### src/cpsp_pkg.sv
/*
 * constants for the control port with slave-port status: register
 * indices, field positions, reset values and codes.
 * assumes a byte-wide register port with a 3-bit word address.
 */
package cpsp_pkg;
    // ==========================================================
    // register addresses
    localparam logic [2:0] ADDR_PIN_LEVEL = 3'h0;
    localparam logic [2:0] ADDR_OUT_LATCH = 3'h1;
    localparam logic [2:0] ADDR_DIR_PSP = 3'h2;
    localparam logic [2:0] ADDR_AN_CFG = 3'h3;
    localparam logic [2:0] ADDR_PSP_DATA = 3'h4;

    // ==========================================================
    // direction and slave-port register fields
    localparam int DIR_IBF_BIT = 7;
    localparam int DIR_OBF_BIT = 6;
    localparam int DIR_INPUT_OVERFLOW_FLAG_BIT = 5;
    localparam int DIR_MODE_BIT = 4;
    localparam int PIN3_BIT = 3;
    localparam logic [2:0] DIR_RESET = 3'h7;
    localparam logic [2:0] LATCH_RESET = 3'h0;

    // ==========================================================
    // analog configuration: low six bits writable
    localparam logic [7:0] AN_CFG_MASK = 8'h3F;
    localparam logic [7:0] AN_CFG_RESET = 8'h00;
    localparam logic [3:0] AN_DIGITAL_MIN = 4'hA;

    // ==========================================================
    // synchroniser depth
    localparam int SYNC_STAGES = 2;
endpackage

### src/cpsp_sync.sv
/*
 * two-flop synchroniser for a bus of independent level inputs.
 * assumes each bit is an unrelated level; no word coherence.
 */
`timescale 1ns/1ps
module cpsp_sync #(
    parameter int WIDTH = 1
) (
    // clock and reset
    input wire logic ref_clk,
    input wire logic resetn,
    // levels
    input wire logic [WIDTH-1:0] async_in,
    output logic [WIDTH-1:0] sync_out
);
    logic [WIDTH-1:0] meta_q;
    logic [WIDTH-1:0] sync_q;

    // reset to the idle-high pin level: a zero here would show a false
    // master-clear request and a false low strobe right after reset
    always_ff @(posedge ref_clk or negedge resetn) begin
        if (!resetn) begin
            meta_q <= '1;
            sync_q <= '1;
        end else begin
            meta_q <= async_in;
            sync_q <= meta_q;
        end
    end

    assign sync_out = sync_q;
endmodule

### src/cpsp_strobe.sv
/*
 * start/end pulse detector for a qualified strobe level.
 * assumes the level is already synchronised to ref_clk.
 */
`timescale 1ns/1ps
module cpsp_strobe (
    // clock and reset
    input wire logic ref_clk,
    input wire logic resetn,
    // strobe
    input wire logic active,
    output logic start_pulse,
    output logic end_pulse
);
    logic active_q;

    always_ff @(posedge ref_clk or negedge resetn) begin
        if (!resetn) begin
            active_q <= 1'b0;
        end else begin
            active_q <= active;
        end
    end

    assign start_pulse = active & ~active_q;
    assign end_pulse = ~active & active_q;
endmodule

### src/cpsp_top.sv
/*
 * control port: three configurable pins with direction, latch and
 * analog sharing, an input-only pin shared with master clear, and
 * the slave-port strobe decode with its buffer status flags.
 * assumes pins and the external data bus are asynchronous, and that
 * master_clear_select and small_package are static configuration
 * levels from logic on ref_clk.
 */
// Design decisions made here: the register offsets and strobed register access.
`timescale 1ns/1ps

// What this block does
// - direction bit one: pin is input, driver off
// - direction bit zero: pin drives its latch bit
// - analog-selected pins read zero in the pin level register
// - direction bits still drive outputs while pins are analog
// - after reset all three pins are selected analog
// - latch register reads the latch, not the pins
// - pin 3 input only; digital when select is 0, else master clear
// - small package: only pin 3, only when master clear disabled
// - pin 3 bit only without master clear; upper bits read zero
// - input-full flag read-only, set while a word waits unread
// - output-full flag read-only, set until the word is read out
// - overflow set on write into unread buffer; cleared by writing 0
// - mode bit selects slave-port operation when set
// - unimplemented bits read zero and ignore writes
// - slave mode with inputs: pin 0 read strobe, pin 1 write strobe
// - analog selection blocks pin level reads, not strobes or latch output
// - end of an external write sets irq and input-full flags
// - external read presents data and clears output-full
module cpsp_top (
    // clock and reset
    input wire logic ref_clk,
    input wire logic resetn,
    // register port
    input wire logic [2:0] reg_addr,
    input wire logic [7:0] reg_wdata,
    input wire logic reg_wr,
    input wire logic reg_rd,
    output logic [7:0] reg_rdata,
    // configuration levels
    input wire logic master_clear_select,
    input wire logic small_package,
    // configurable pins
    input wire logic [2:0] ctrl_pin_in,
    output logic [2:0] ctrl_pin_out,
    output logic [2:0] ctrl_pin_oe_n,
    // input-only pin
    input wire logic ctrl_pin_3,
    output logic master_clear_req,
    // slave-port data bus
    input wire logic [7:0] psp_data_in,
    output logic [7:0] psp_data_out,
    output logic [7:0] psp_data_oe_n,
    // events
    output logic slave_port_irq_flag
);
    // ==========================================================
    // state
    logic [2:0] dir_q;
    logic [2:0] latch_q;
    logic [7:0] an_cfg_q;
    logic mode_q;
    logic ibf_q;
    logic obf_q;
    logic input_overflow_flag_q;
    logic [7:0] in_word_q;
    logic [7:0] out_word_q;
    logic [7:0] rdata_q;

    logic [2:0] pin_s;
    logic pin3_s;
    logic [7:0] data_s;
    logic [2:0] analog;
    logic psp_en;
    logic wr_active;
    logic rd_active;
    logic wr_start;
    logic wr_end;
    logic rd_start;
    logic rd_end;
    logic pin3_live;
    logic rd_data_reg;
    logic wr_data_reg;

    function automatic logic hit(input logic [2:0] a, input logic [2:0] r);
        return a == r;
    endfunction

    // ==========================================================
    // pin synchronisers
    cpsp_sync #(.WIDTH(4)) u_pin_sync (
        .ref_clk(ref_clk),
        .resetn(resetn),
        .async_in({ctrl_pin_3, ctrl_pin_in}),
        .sync_out({pin3_s, pin_s})
    );

    cpsp_sync #(.WIDTH(8)) u_data_sync (
        .ref_clk(ref_clk),
        .resetn(resetn),
        .async_in(psp_data_in),
        .sync_out(data_s)
    );

    // ==========================================================
    // analog selection and pin drivers
    // all three pins go analog together below the digital threshold
    assign analog = (an_cfg_q[3:0] < cpsp_pkg::AN_DIGITAL_MIN) ? 3'h7 : 3'h0;

    // driver follows direction alone, analog or not; the small
    // package has no such pins so drivers stay off there
    assign ctrl_pin_oe_n = small_package ? 3'h7 : dir_q;
    assign ctrl_pin_out = latch_q;

    // ==========================================================
    // input-only pin and master clear
    assign pin3_live = ~master_clear_select;
    assign master_clear_req = master_clear_select & ~pin3_s;

    // ==========================================================
    // slave-port strobe decode
    // strobes use the pin path directly: the TTL buffer is not gated
    // by analog selection
    assign psp_en = mode_q & (&dir_q) & ~small_package;
    assign wr_active = psp_en & ~pin_s[2] & ~pin_s[1];
    assign rd_active = psp_en & ~pin_s[2] & ~pin_s[0];

    cpsp_strobe u_wr_strobe (
        .ref_clk(ref_clk),
        .resetn(resetn),
        .active(wr_active),
        .start_pulse(wr_start),
        .end_pulse(wr_end)
    );

    cpsp_strobe u_rd_strobe (
        .ref_clk(ref_clk),
        .resetn(resetn),
        .active(rd_active),
        .start_pulse(rd_start),
        .end_pulse(rd_end)
    );

    assign slave_port_irq_flag = wr_end | rd_end;
    assign psp_data_out = out_word_q;
    assign psp_data_oe_n = rd_active ? 8'h00 : 8'hFF;

    assign rd_data_reg = reg_rd & hit(reg_addr, cpsp_pkg::ADDR_PSP_DATA);
    assign wr_data_reg = reg_wr & hit(reg_addr, cpsp_pkg::ADDR_PSP_DATA);

    // ==========================================================
    // software-written configuration
    always_ff @(posedge ref_clk or negedge resetn) begin
        if (!resetn) begin
            dir_q <= cpsp_pkg::DIR_RESET;
            mode_q <= 1'b0;
        end else if (reg_wr && hit(reg_addr, cpsp_pkg::ADDR_DIR_PSP)) begin
            dir_q <= reg_wdata[2:0];
            mode_q <= reg_wdata[cpsp_pkg::DIR_MODE_BIT];
        end
    end

    // writes to the pin level register land in the latch
    always_ff @(posedge ref_clk or negedge resetn) begin
        if (!resetn) begin
            latch_q <= cpsp_pkg::LATCH_RESET;
        end else if (reg_wr && (hit(reg_addr, cpsp_pkg::ADDR_OUT_LATCH)
                     || hit(reg_addr, cpsp_pkg::ADDR_PIN_LEVEL))) begin
            latch_q <= reg_wdata[2:0];
        end
    end

    always_ff @(posedge ref_clk or negedge resetn) begin
        if (!resetn) begin
            an_cfg_q <= cpsp_pkg::AN_CFG_RESET;
        end else if (reg_wr && hit(reg_addr, cpsp_pkg::ADDR_AN_CFG)) begin
            an_cfg_q <= reg_wdata & cpsp_pkg::AN_CFG_MASK;
        end
    end

    // ==========================================================
    // buffer status flags
    // a write ending as software reads the word sets the flag again
    always_ff @(posedge ref_clk or negedge resetn) begin
        if (!resetn) begin
            ibf_q <= 1'b0;
        end else if (wr_end) begin
            ibf_q <= 1'b1;
        end else if (rd_data_reg) begin
            ibf_q <= 1'b0;
        end
    end

    // an overflowing word is dropped so the unread one survives
    always_ff @(posedge ref_clk or negedge resetn) begin
        if (!resetn) begin
            in_word_q <= 8'h00;
        end else if (wr_active && !ibf_q) begin
            in_word_q <= data_s;
        end
    end

    always_ff @(posedge ref_clk or negedge resetn) begin
        if (!resetn) begin
            input_overflow_flag_q <= 1'b0;
        end else if (wr_end && ibf_q) begin
            input_overflow_flag_q <= 1'b1;
        end else if (reg_wr && hit(reg_addr, cpsp_pkg::ADDR_DIR_PSP)
                     && !reg_wdata[cpsp_pkg::DIR_INPUT_OVERFLOW_FLAG_BIT]) begin
            input_overflow_flag_q <= 1'b0;
        end
    end

    // a software write during an external read is read out at once
    // and does not set the flag
    always_ff @(posedge ref_clk or negedge resetn) begin
        if (!resetn) begin
            obf_q <= 1'b0;
        end else if (rd_start || rd_active) begin
            obf_q <= 1'b0;
        end else if (wr_data_reg) begin
            obf_q <= 1'b1;
        end
    end

    always_ff @(posedge ref_clk or negedge resetn) begin
        if (!resetn) begin
            out_word_q <= 8'h00;
        end else if (wr_data_reg) begin
            out_word_q <= reg_wdata;
        end
    end

    // ==========================================================
    // register read-back, one cycle after the strobe
    always_ff @(posedge ref_clk or negedge resetn) begin
        if (!resetn) begin
            rdata_q <= 8'h00;
        end else if (reg_rd) begin
            case (reg_addr)
                cpsp_pkg::ADDR_PIN_LEVEL: begin
                    rdata_q <= {4'h0, pin3_s & pin3_live,
                                small_package ? 3'h0 : pin_s & ~analog};
                end
                cpsp_pkg::ADDR_OUT_LATCH: begin
                    rdata_q <= {5'h00, small_package ? 3'h0 : latch_q};
                end
                cpsp_pkg::ADDR_DIR_PSP: begin
                    rdata_q <= {ibf_q, obf_q, input_overflow_flag_q, mode_q, 1'b0, dir_q};
                end
                cpsp_pkg::ADDR_AN_CFG: begin
                    rdata_q <= an_cfg_q;
                end
                cpsp_pkg::ADDR_PSP_DATA: begin
                    rdata_q <= in_word_q;
                end
                default: begin
                    rdata_q <= 8'h00;
                end
            endcase
        end
    end

    assign reg_rdata = rdata_q;
endmodule

### config.mk
export PLATFORM = sky130hd
export DESIGN_NAME = cpsp_top
export DESIGN_NICKNAME = d
export VERILOG_FILES = /design/src/cpsp_pkg.sv /design/src/cpsp_sync.sv /design/src/cpsp_strobe.sv /design/src/cpsp_top.sv
export SDC_FILE = /design/constraint.sdc
export NUM_CORES = 1
export LEC_CHECK = 0
export BUFFER_PORTS_ARGS = -buffer_cell sky130_fd_sc_hd__buf_2
export CAP_MARGIN = 15
export CORE_ASPECT_RATIO = 1.25
export CORE_UTILIZATION = 48
export CTS_CLUSTER_DIAMETER = 100
export DETAILED_ROUTE_END_ITERATION = 16
export GPL_TIMING_DRIVEN = 0
export PLACE_DENSITY = 0.84
export SKIP_LAST_GASP = 1
export SLEW_MARGIN = 20
export SYNTH_ARGS = -nofsm -noshare
export SYNTH_HDL_FRONTEND = slang
export SYNTH_SLANG_ARGS = --single-unit
### constraint.sdc
create_clock -name ref_clk -period 1.6 [get_ports ref_clk]
set_input_delay 0 -clock ref_clk [delete_from_list [all_inputs] [get_ports ref_clk]]
set_output_delay 0 -clock ref_clk [all_outputs]
set_load 0.01 [all_outputs]
==> flow_summary.ini, run 1 <==
[pwr]
cellPowerDensity_nw_per_um2 = 1106
p_leak_nw = 1.642
irDropWorstVdd_mv = 0.7033

[global_routing]
grt_pass1_vias = 1727
grt_max_degree = 67
overflow = 0
grt_use_total_pct = 20.39
grt_pass1_wl_um = 8321
antenna_found_initial = 0

[die]
start_util_pct = 50.78
coreArea_um2 = 5189
die_area_um2 = 5792
io_pins = 61
die_y_um = 84.84
dieWidth_um = 68.27
fp-row-count = 29

[detailed_routing]
post_drt_via_cell_ratio = 5.129
ant_nets = 0
wl_per_cell_um = 15.19
drt-total-wl_um = 5163
drtIter0Drc = 121
dr.pass1.iters = 5
drc = 0
vias = 1744

[logic_synthesis]
ys_seq_elements = 66
synth_area_um2 = 2635
syn-num-nets = 206
synth_mux_area_share_pct = 15.67
yosys.area_share.simple_pct = 9.069
synth-adder-area-share_pct = 0
postSynthAreaPerCell_um2 = 14.89
synth_area_leaders = dfrtp_1, dfstp_2, mux2_1
synth_compound_area_share_pct = 7.028
synth_xor_area_share_pct = 0
synth_seq_area_share_pct = 63.96
yosysUniqueCellTypes = 37
synth_top_area_share_pct = 37.04
synth.largest_area_cell = dfrtp_1
yosysWarnings = 0
synth_top_family_by_area = multiplexers
synthCells = 177

[placement]
io_buffers = 58
dpl.hpwl_um = 3284
post_dp_cell_area_um2 = 3005
gp_congestion = 0.7846
dp_slack_ns = -0.1018

[clock_tree]
cts-root-buf = clkbuf_8
insertion_delay_ns = 0.33
numCtsBuffers = 9
htree_levels = 3
clkTransAtPathRegs_ns = 0.07
numClockSinks = 66
clock_path_buffers = 2
cts_tree = done

[sta]
final_hold_viol_count = 0
fin_worst_skew_ns = 0.008475
slew_headroom_pct = 47.07
finalMaxSlewViolations = 0
fmax_mhz = 567.8
setup_slack_ns = -0.1613
fin_crit_sh_pct = 110.1
finalSetupViolCount = 17
setup_tns_ns = -2.129
tightest_slew_ns = 0.7940
min_period_ns = 1.761
rsz0062_at_grt = true

[critical_path]
cp_num_buf_inv = 3
path_cells = nand4b_4, or3_4, buf_6, buf_6, buf_6
criticalPathCategory = reg2out
crit_path_top_delay_cell = dfstp_2
critPathCaptureType = output pin
max_stage_delay_ns = 0.57
timing.rr.start = dir_q[0]
cp_top_family = flip-flops
worstPathMaxFanout = 5
crit_arrival_ns = 1.76
cp.required_ns = 1.60
startpoint = dir_q[0]
path_common_cell = buf_6
startpoint_type = flip-flop

[run_status]
outcome = complete, but fails checks
violations = setup timing

[cells_and_area]
stdcell_area_um2 = 3541
final_nets = 302
nFillCells = 396
postLayoutCoreUtil_pct = 68.24
diodes = 0
syn2layout_area_growth_pct = 34.38
drive_above_1_share_pct = 48.56

[worst_hold_path]
holdCritStartpoint = reg_addr[2]
hp-class = in2reg

[flow_run]
cap_viol_max_count = 0
==> through the flow <==
step	hold slack [ns]	cells	power (W)
CTS	0.06900	340	0.003950
finish	0.07517	340	0.003917
detailed placement	0.1061	297	0.002549
floorplan	-0.2956	177	0.002315
global placement	0.1058	297	0.002527
global route	0.07239	340	0.004105
==> area by class of cell <==
| type | instances | area, µm² | area share [%] |
|---|---|---|---|
| tap | 62 | 77.57 | 2.191 |
| timing repair buffer | 85 | 604.3 | 17.07 |
| sequential | 66 | 1685 | 47.60 |
| multi-input combinational | 92 | 842.1 | 23.78 |
| buffer | 13 | 116.4 | 3.286 |
| clock buffer | 9 | 123.9 | 3.498 |
| inverter | 6 | 22.52 | 0.6360 |
| clock inverter | 7 | 68.82 | 1.943 |
==> path summary, 6_finish.rpt <==
path | to | slack, ns | depth (start not counted)
max | psp_data_oe_n[5] | -0.16 | 5
min | reg_rdata[3] | 0.08 | 3
max reg2reg | in_word_q[3] | -0.11 | 4
min reg2reg | u_data_sync.sync_out[6] | 0.35 | 0
max in group asynchronous | u_rd_strobe.active_q | 0.79 | 2
min in group asynchronous | ctrl_pin_out[0] | 0.30 | 2
==> cells by family (layout without fill, tap and decap cells) <==
| family | after synthesis | in the layout |
|---|---|---|
| buffers and inverters | 19 | 120 |
| DFF | 66 | 66 |
| and+or+nand+nor | 33 | 33 |
| AOI/OAI and AO/OA | 25 | 25 |
| muxes | 34 | 34 |
==> worst register-to-register path, stage by stage, from the launching register on <==
cell and delay (ns):
dfstp_2 0.57, nand4b_4 0.11, or4_1 0.44, buf_6 0.17, mux2_4 0.30
==> layer usage <==
layer / share of wire, % / track usage, %
met1: 42 / 25.43
met2: 51 / 30.93
met3: 3.5 / 4.032
met4: 3.2 / 14.58
met5: 0 / 0
==> registers in the layout, summed over array words and instances (netlist names), 4 cells and up <==
| signal | flops |
|---|---|
| u_data_sync.meta_q | 8 |
| reg_rdata | 8 |
| u_data_sync.sync_out | 8 |
| psp_data_out | 8 |
| an_cfg_q | 6 |
| u_pin_sync.sync_out | 4 |
| u_pin_sync.meta_q | 4 |
| in_word_q | 8 |
==> synthesized netlist by cell type <==
master and count:
a21boi_0 3, a21o_1 1, a21oi_1 1, a22o_1 2, a22oi_1 7, a31oi_1 1
a32o_1 1, a32oi_1 3, and4bb_2 1, buf_2 3, buf_4 8, buf_6 1
clkbuf_1 1, dfrtp_1 39, dfstp_2 27, inv_1 5, inv_2 1, mux2_1 26
mux2_4 8, nand2_1 3, nand2_2 1, nand2b_1 6, nand3_1 5, nand4b_4 1
nor2_1 2, nor2b_1 3, nor3b_1 1, nor3b_4 1, nor4_1 1, nor4b_2 1
o21a_1 1, o21ai_0 1, o22ai_1 4, or2_2 3, or3_1 2, or4_1 1
or4b_1 1
==> where the power goes <==
part / switching (W) / total [W] / internal, W
combinational: 0.000251 / 0.000554 / 0.000303
clock: 0.000620 / 0.00134 / 0.000715
sequential: 0.000125 / 0.00203 / 0.00190
==> cell usage in the layout, fill, tap and decap left out, types with 3 or more instances in the layout <==
cell type	count
buf_6	17
a32oi_1	3
mux2_1	26
nand2_1	3
o22ai_1	4
a21boi_0	3
or2_2	3
clkinv_2	3
inv_1	5
nor2b_1	3
dfrtp_1	39
dlygate4sd3_1	23
a22oi_1	7
buf_2	53
nand3_1	5
clkbuf_8	9
mux2_4	8
nand2b_1	6
dfstp_2	27
buf_4	4
==> timing repair <==
item                                   in CTS  in global routing
resized for setup                          19                  0
pin swaps                                   3                  1
setup endpoints to repair                  17                 18
endpoints found under the hold margin      75                  0
hold buffers                               23                  0
setup buffers                               4                  0
Note: power is estimated with default switching activity, not from simulation.
==> inputs of run 2 (changes only) <==
--- a/config.mk
+++ b/config.mk
@@ -8,6 +8,7 @@
 export BUFFER_PORTS_ARGS = -buffer_cell sky130_fd_sc_hd__buf_2
 export CAP_MARGIN = 15
 export CORE_ASPECT_RATIO = 1.25
+export CORE_MARGIN = 3
 export CORE_UTILIZATION = 48
 export CTS_CLUSTER_DIAMETER = 100
 export DETAILED_ROUTE_END_ITERATION = 16
@@ -17,4 +18,5 @@
 export SLEW_MARGIN = 20
 export SYNTH_ARGS = -nofsm -noshare
 export SYNTH_HDL_FRONTEND = slang
+export SYNTH_HIERARCHICAL = 1
 export SYNTH_SLANG_ARGS = --single-unit
==> run 2 against run 1 <==
Against the previous run: the flow still finishes with violations (setup timing); via count increased by 1.4%; clock skew fell by 0.00067 ns; setup slack worse by 0.053 ns; die area rose by 12%; critical path type unchanged.
==> flow_summary.ini, run 2 <==
[clock_tree]
insertion_delay_ns = 0.34
numClockSinks = 66
cts_tree = done
cts-root-buf = clkbuf_8
clkTransAtPathRegs_ns = 0.07
clock_path_buffers = 2
numCtsBuffers = 9
htree_levels = 3

[sta]
fmax_mhz = 551.2
fin_crit_sh_pct = 113.4
finalSetupViolCount = 17
finalMaxSlewViolations = 0
min_period_ns = 1.814
tightest_slew_ns = 0.7892
setup_slack_ns = -0.2141
fin_worst_skew_ns = 0.007806
slew_headroom_pct = 47.38
rsz0062_at_grt = true
final_hold_viol_count = 0

[detailed_routing]
wl_per_cell_um = 15.54
dr.pass1.iters = 4
drc = 0
post_drt_via_cell_ratio = 5.113
drt-total-wl_um = 5378
vias = 1769
drtIter0Drc = 127
ant_nets = 0

[global_routing]
grt_use_total_pct = 18.05
grt_max_degree = 67
grt_pass1_wl_um = 8659
overflow = 0
antenna_found_initial = 0
grt_pass1_vias = 1804

[critical_path]
crit_arrival_ns = 1.81
critPathCaptureType = output pin
crit_path_top_delay_cell = dfstp_2
max_stage_delay_ns = 0.58
reg2regPathDepth = 4
timing.rr.start = dir_q[1]
cp_top_family = simple AND/OR/NAND/NOR gates
criticalPathCategory = reg2out
path_cells = nand4b_4, nor3_4, and2b_2, or2_4, buf_6
cp_num_buf_inv = 1
worstPathMaxFanout = 4
startpoint_type = flip-flop
r2r_slack_ns = -0.14
r2r-end = in_word_q[1]
cp.required_ns = 1.60

[pwr]
p_total_w = 0.003951
irDropWorstVdd_mv = 0.9303
p_leak_nw = 1.642
cellPowerDensity_nw_per_um2 = 1115

[worst_hold_path]
hp-class = in2reg
holdCritStartpoint = reg_addr[0]
hold_depth = 4
hold_path_end = reg_rdata[3]

[logic_synthesis]
synthCells = 183
syn-num-nets = 212
postSynthAreaPerCell_um2 = 14.56
yosysWarnings = 6
synth_area_um2 = 2664

[cells_and_area]
fin_cells = 346
drive_above_1_share_pct = 49.65
diodes = 0
stdcell_area_um2 = 3545
final_nets = 308
final_common_cell = buf_2
final_cell_mix = buf_2, dfrtp_1, dfstp_2
nFillCells = 377
syn2layout_area_growth_pct = 33.07

[die]
start_util_pct = 50.98
die_y_um = 89.29
dieWidth_um = 72.63
die_area_um2 = 6485
fp-row-count = 29
coreArea_um2 = 5225
io_pins = 61

[flow_run]
cap_viol_max_count = 0

[placement]
dpl.hpwl_um = 3619
place_inst = 303
io_buffers = 58
post_dp_cell_area_um2 = 3034
gp_congestion = 0.7933

[run_status]
violations = setup timing
outcome = complete, but fails checks
-- run 2: how the worst max path moves through the flow --
stage | startpoint | endpoint | slack [ns] | depth (start not counted)
final | dir_q[1] | slave_port_irq_flag | -0.21 | 5
after detailed placement | dir_q[1] | slave_port_irq_flag | -0.18 | 5
after CTS | dir_q[1] | slave_port_irq_flag | -0.24 | 5
after global placement | dir_q[1] | slave_port_irq_flag | -0.12 | 5
after floorplan | dir_q[2] | in_word_q[0] | -0.04 | 4
after global routing | dir_q[1] | slave_port_irq_flag | -0.29 | 5
-- run 2: repair_timing --
action,in CTS,in global routing
setup endpoints to repair,17,17
setup buffers,2,2
endpoints found under the hold margin,76,0
hold buffers,23,0
gates resized for setup,6,5
pin swaps,3,1
-- run 2: worst reg2reg max path, cell delays in order, from the launching register on --
cell and delay (ns):
dfstp_2 0.58, nand4b_4 0.14, or4_1 0.44, buf_6 0.17
mux2_4 0.30
-- run 2: power by group --
part,internal (W),switching (W),total (W)
registers,0.00191,0.000141,0.00205
logic,0.000309,0.000260,0.000569
clock network,0.000715,0.000619,0.00133
-- run 2: stage by stage --
step | hold slack (ns) | util [%] | setup WS [ns] | TNS, ns
after floorplan | -0.2956 | - | -0.03789 | -0.3031
after global placement | 0.1051 | 58.02 | -0.1189 | -0.9748
after detailed placement | 0.1062 | 58.07 | -0.1832 | -1.603
after CTS | 0.05057 | 67.10 | -0.2373 | -2.833
after global routing | 0.07769 | 67.84 | -0.2928 | -3.852
final | 0.07482 | 67.84 | -0.2141 | -2.719
-- run 2: layer usage --
metal	track usage [%]	share of wire (%)	vias up	wire length, µm
met2	31.36	53	53	2860
met5	0	0	-	0
met4	9.564	2.1	0	115
met1	20.61	40	863	2141
li1	-	-	842	-
met3	4.162	4.9	11	261
-- run 2: final cells by class --
| type | instances | area (µm²) | share of cell area [%] |
|---|---|---|---|
| buffer | 13 | 91.34 | 2.577 |
| clock buffer | 9 | 123.9 | 3.495 |
| sequential | 66 | 1685 | 47.55 |
| clock inverter | 7 | 70.07 | 1.977 |
| inverter | 5 | 22.52 | 0.6354 |
| tap | 62 | 77.57 | 2.188 |
| multi-input combinational | 99 | 904.6 | 25.52 |
| timing repair buffer | 85 | 569.3 | 16.06 |
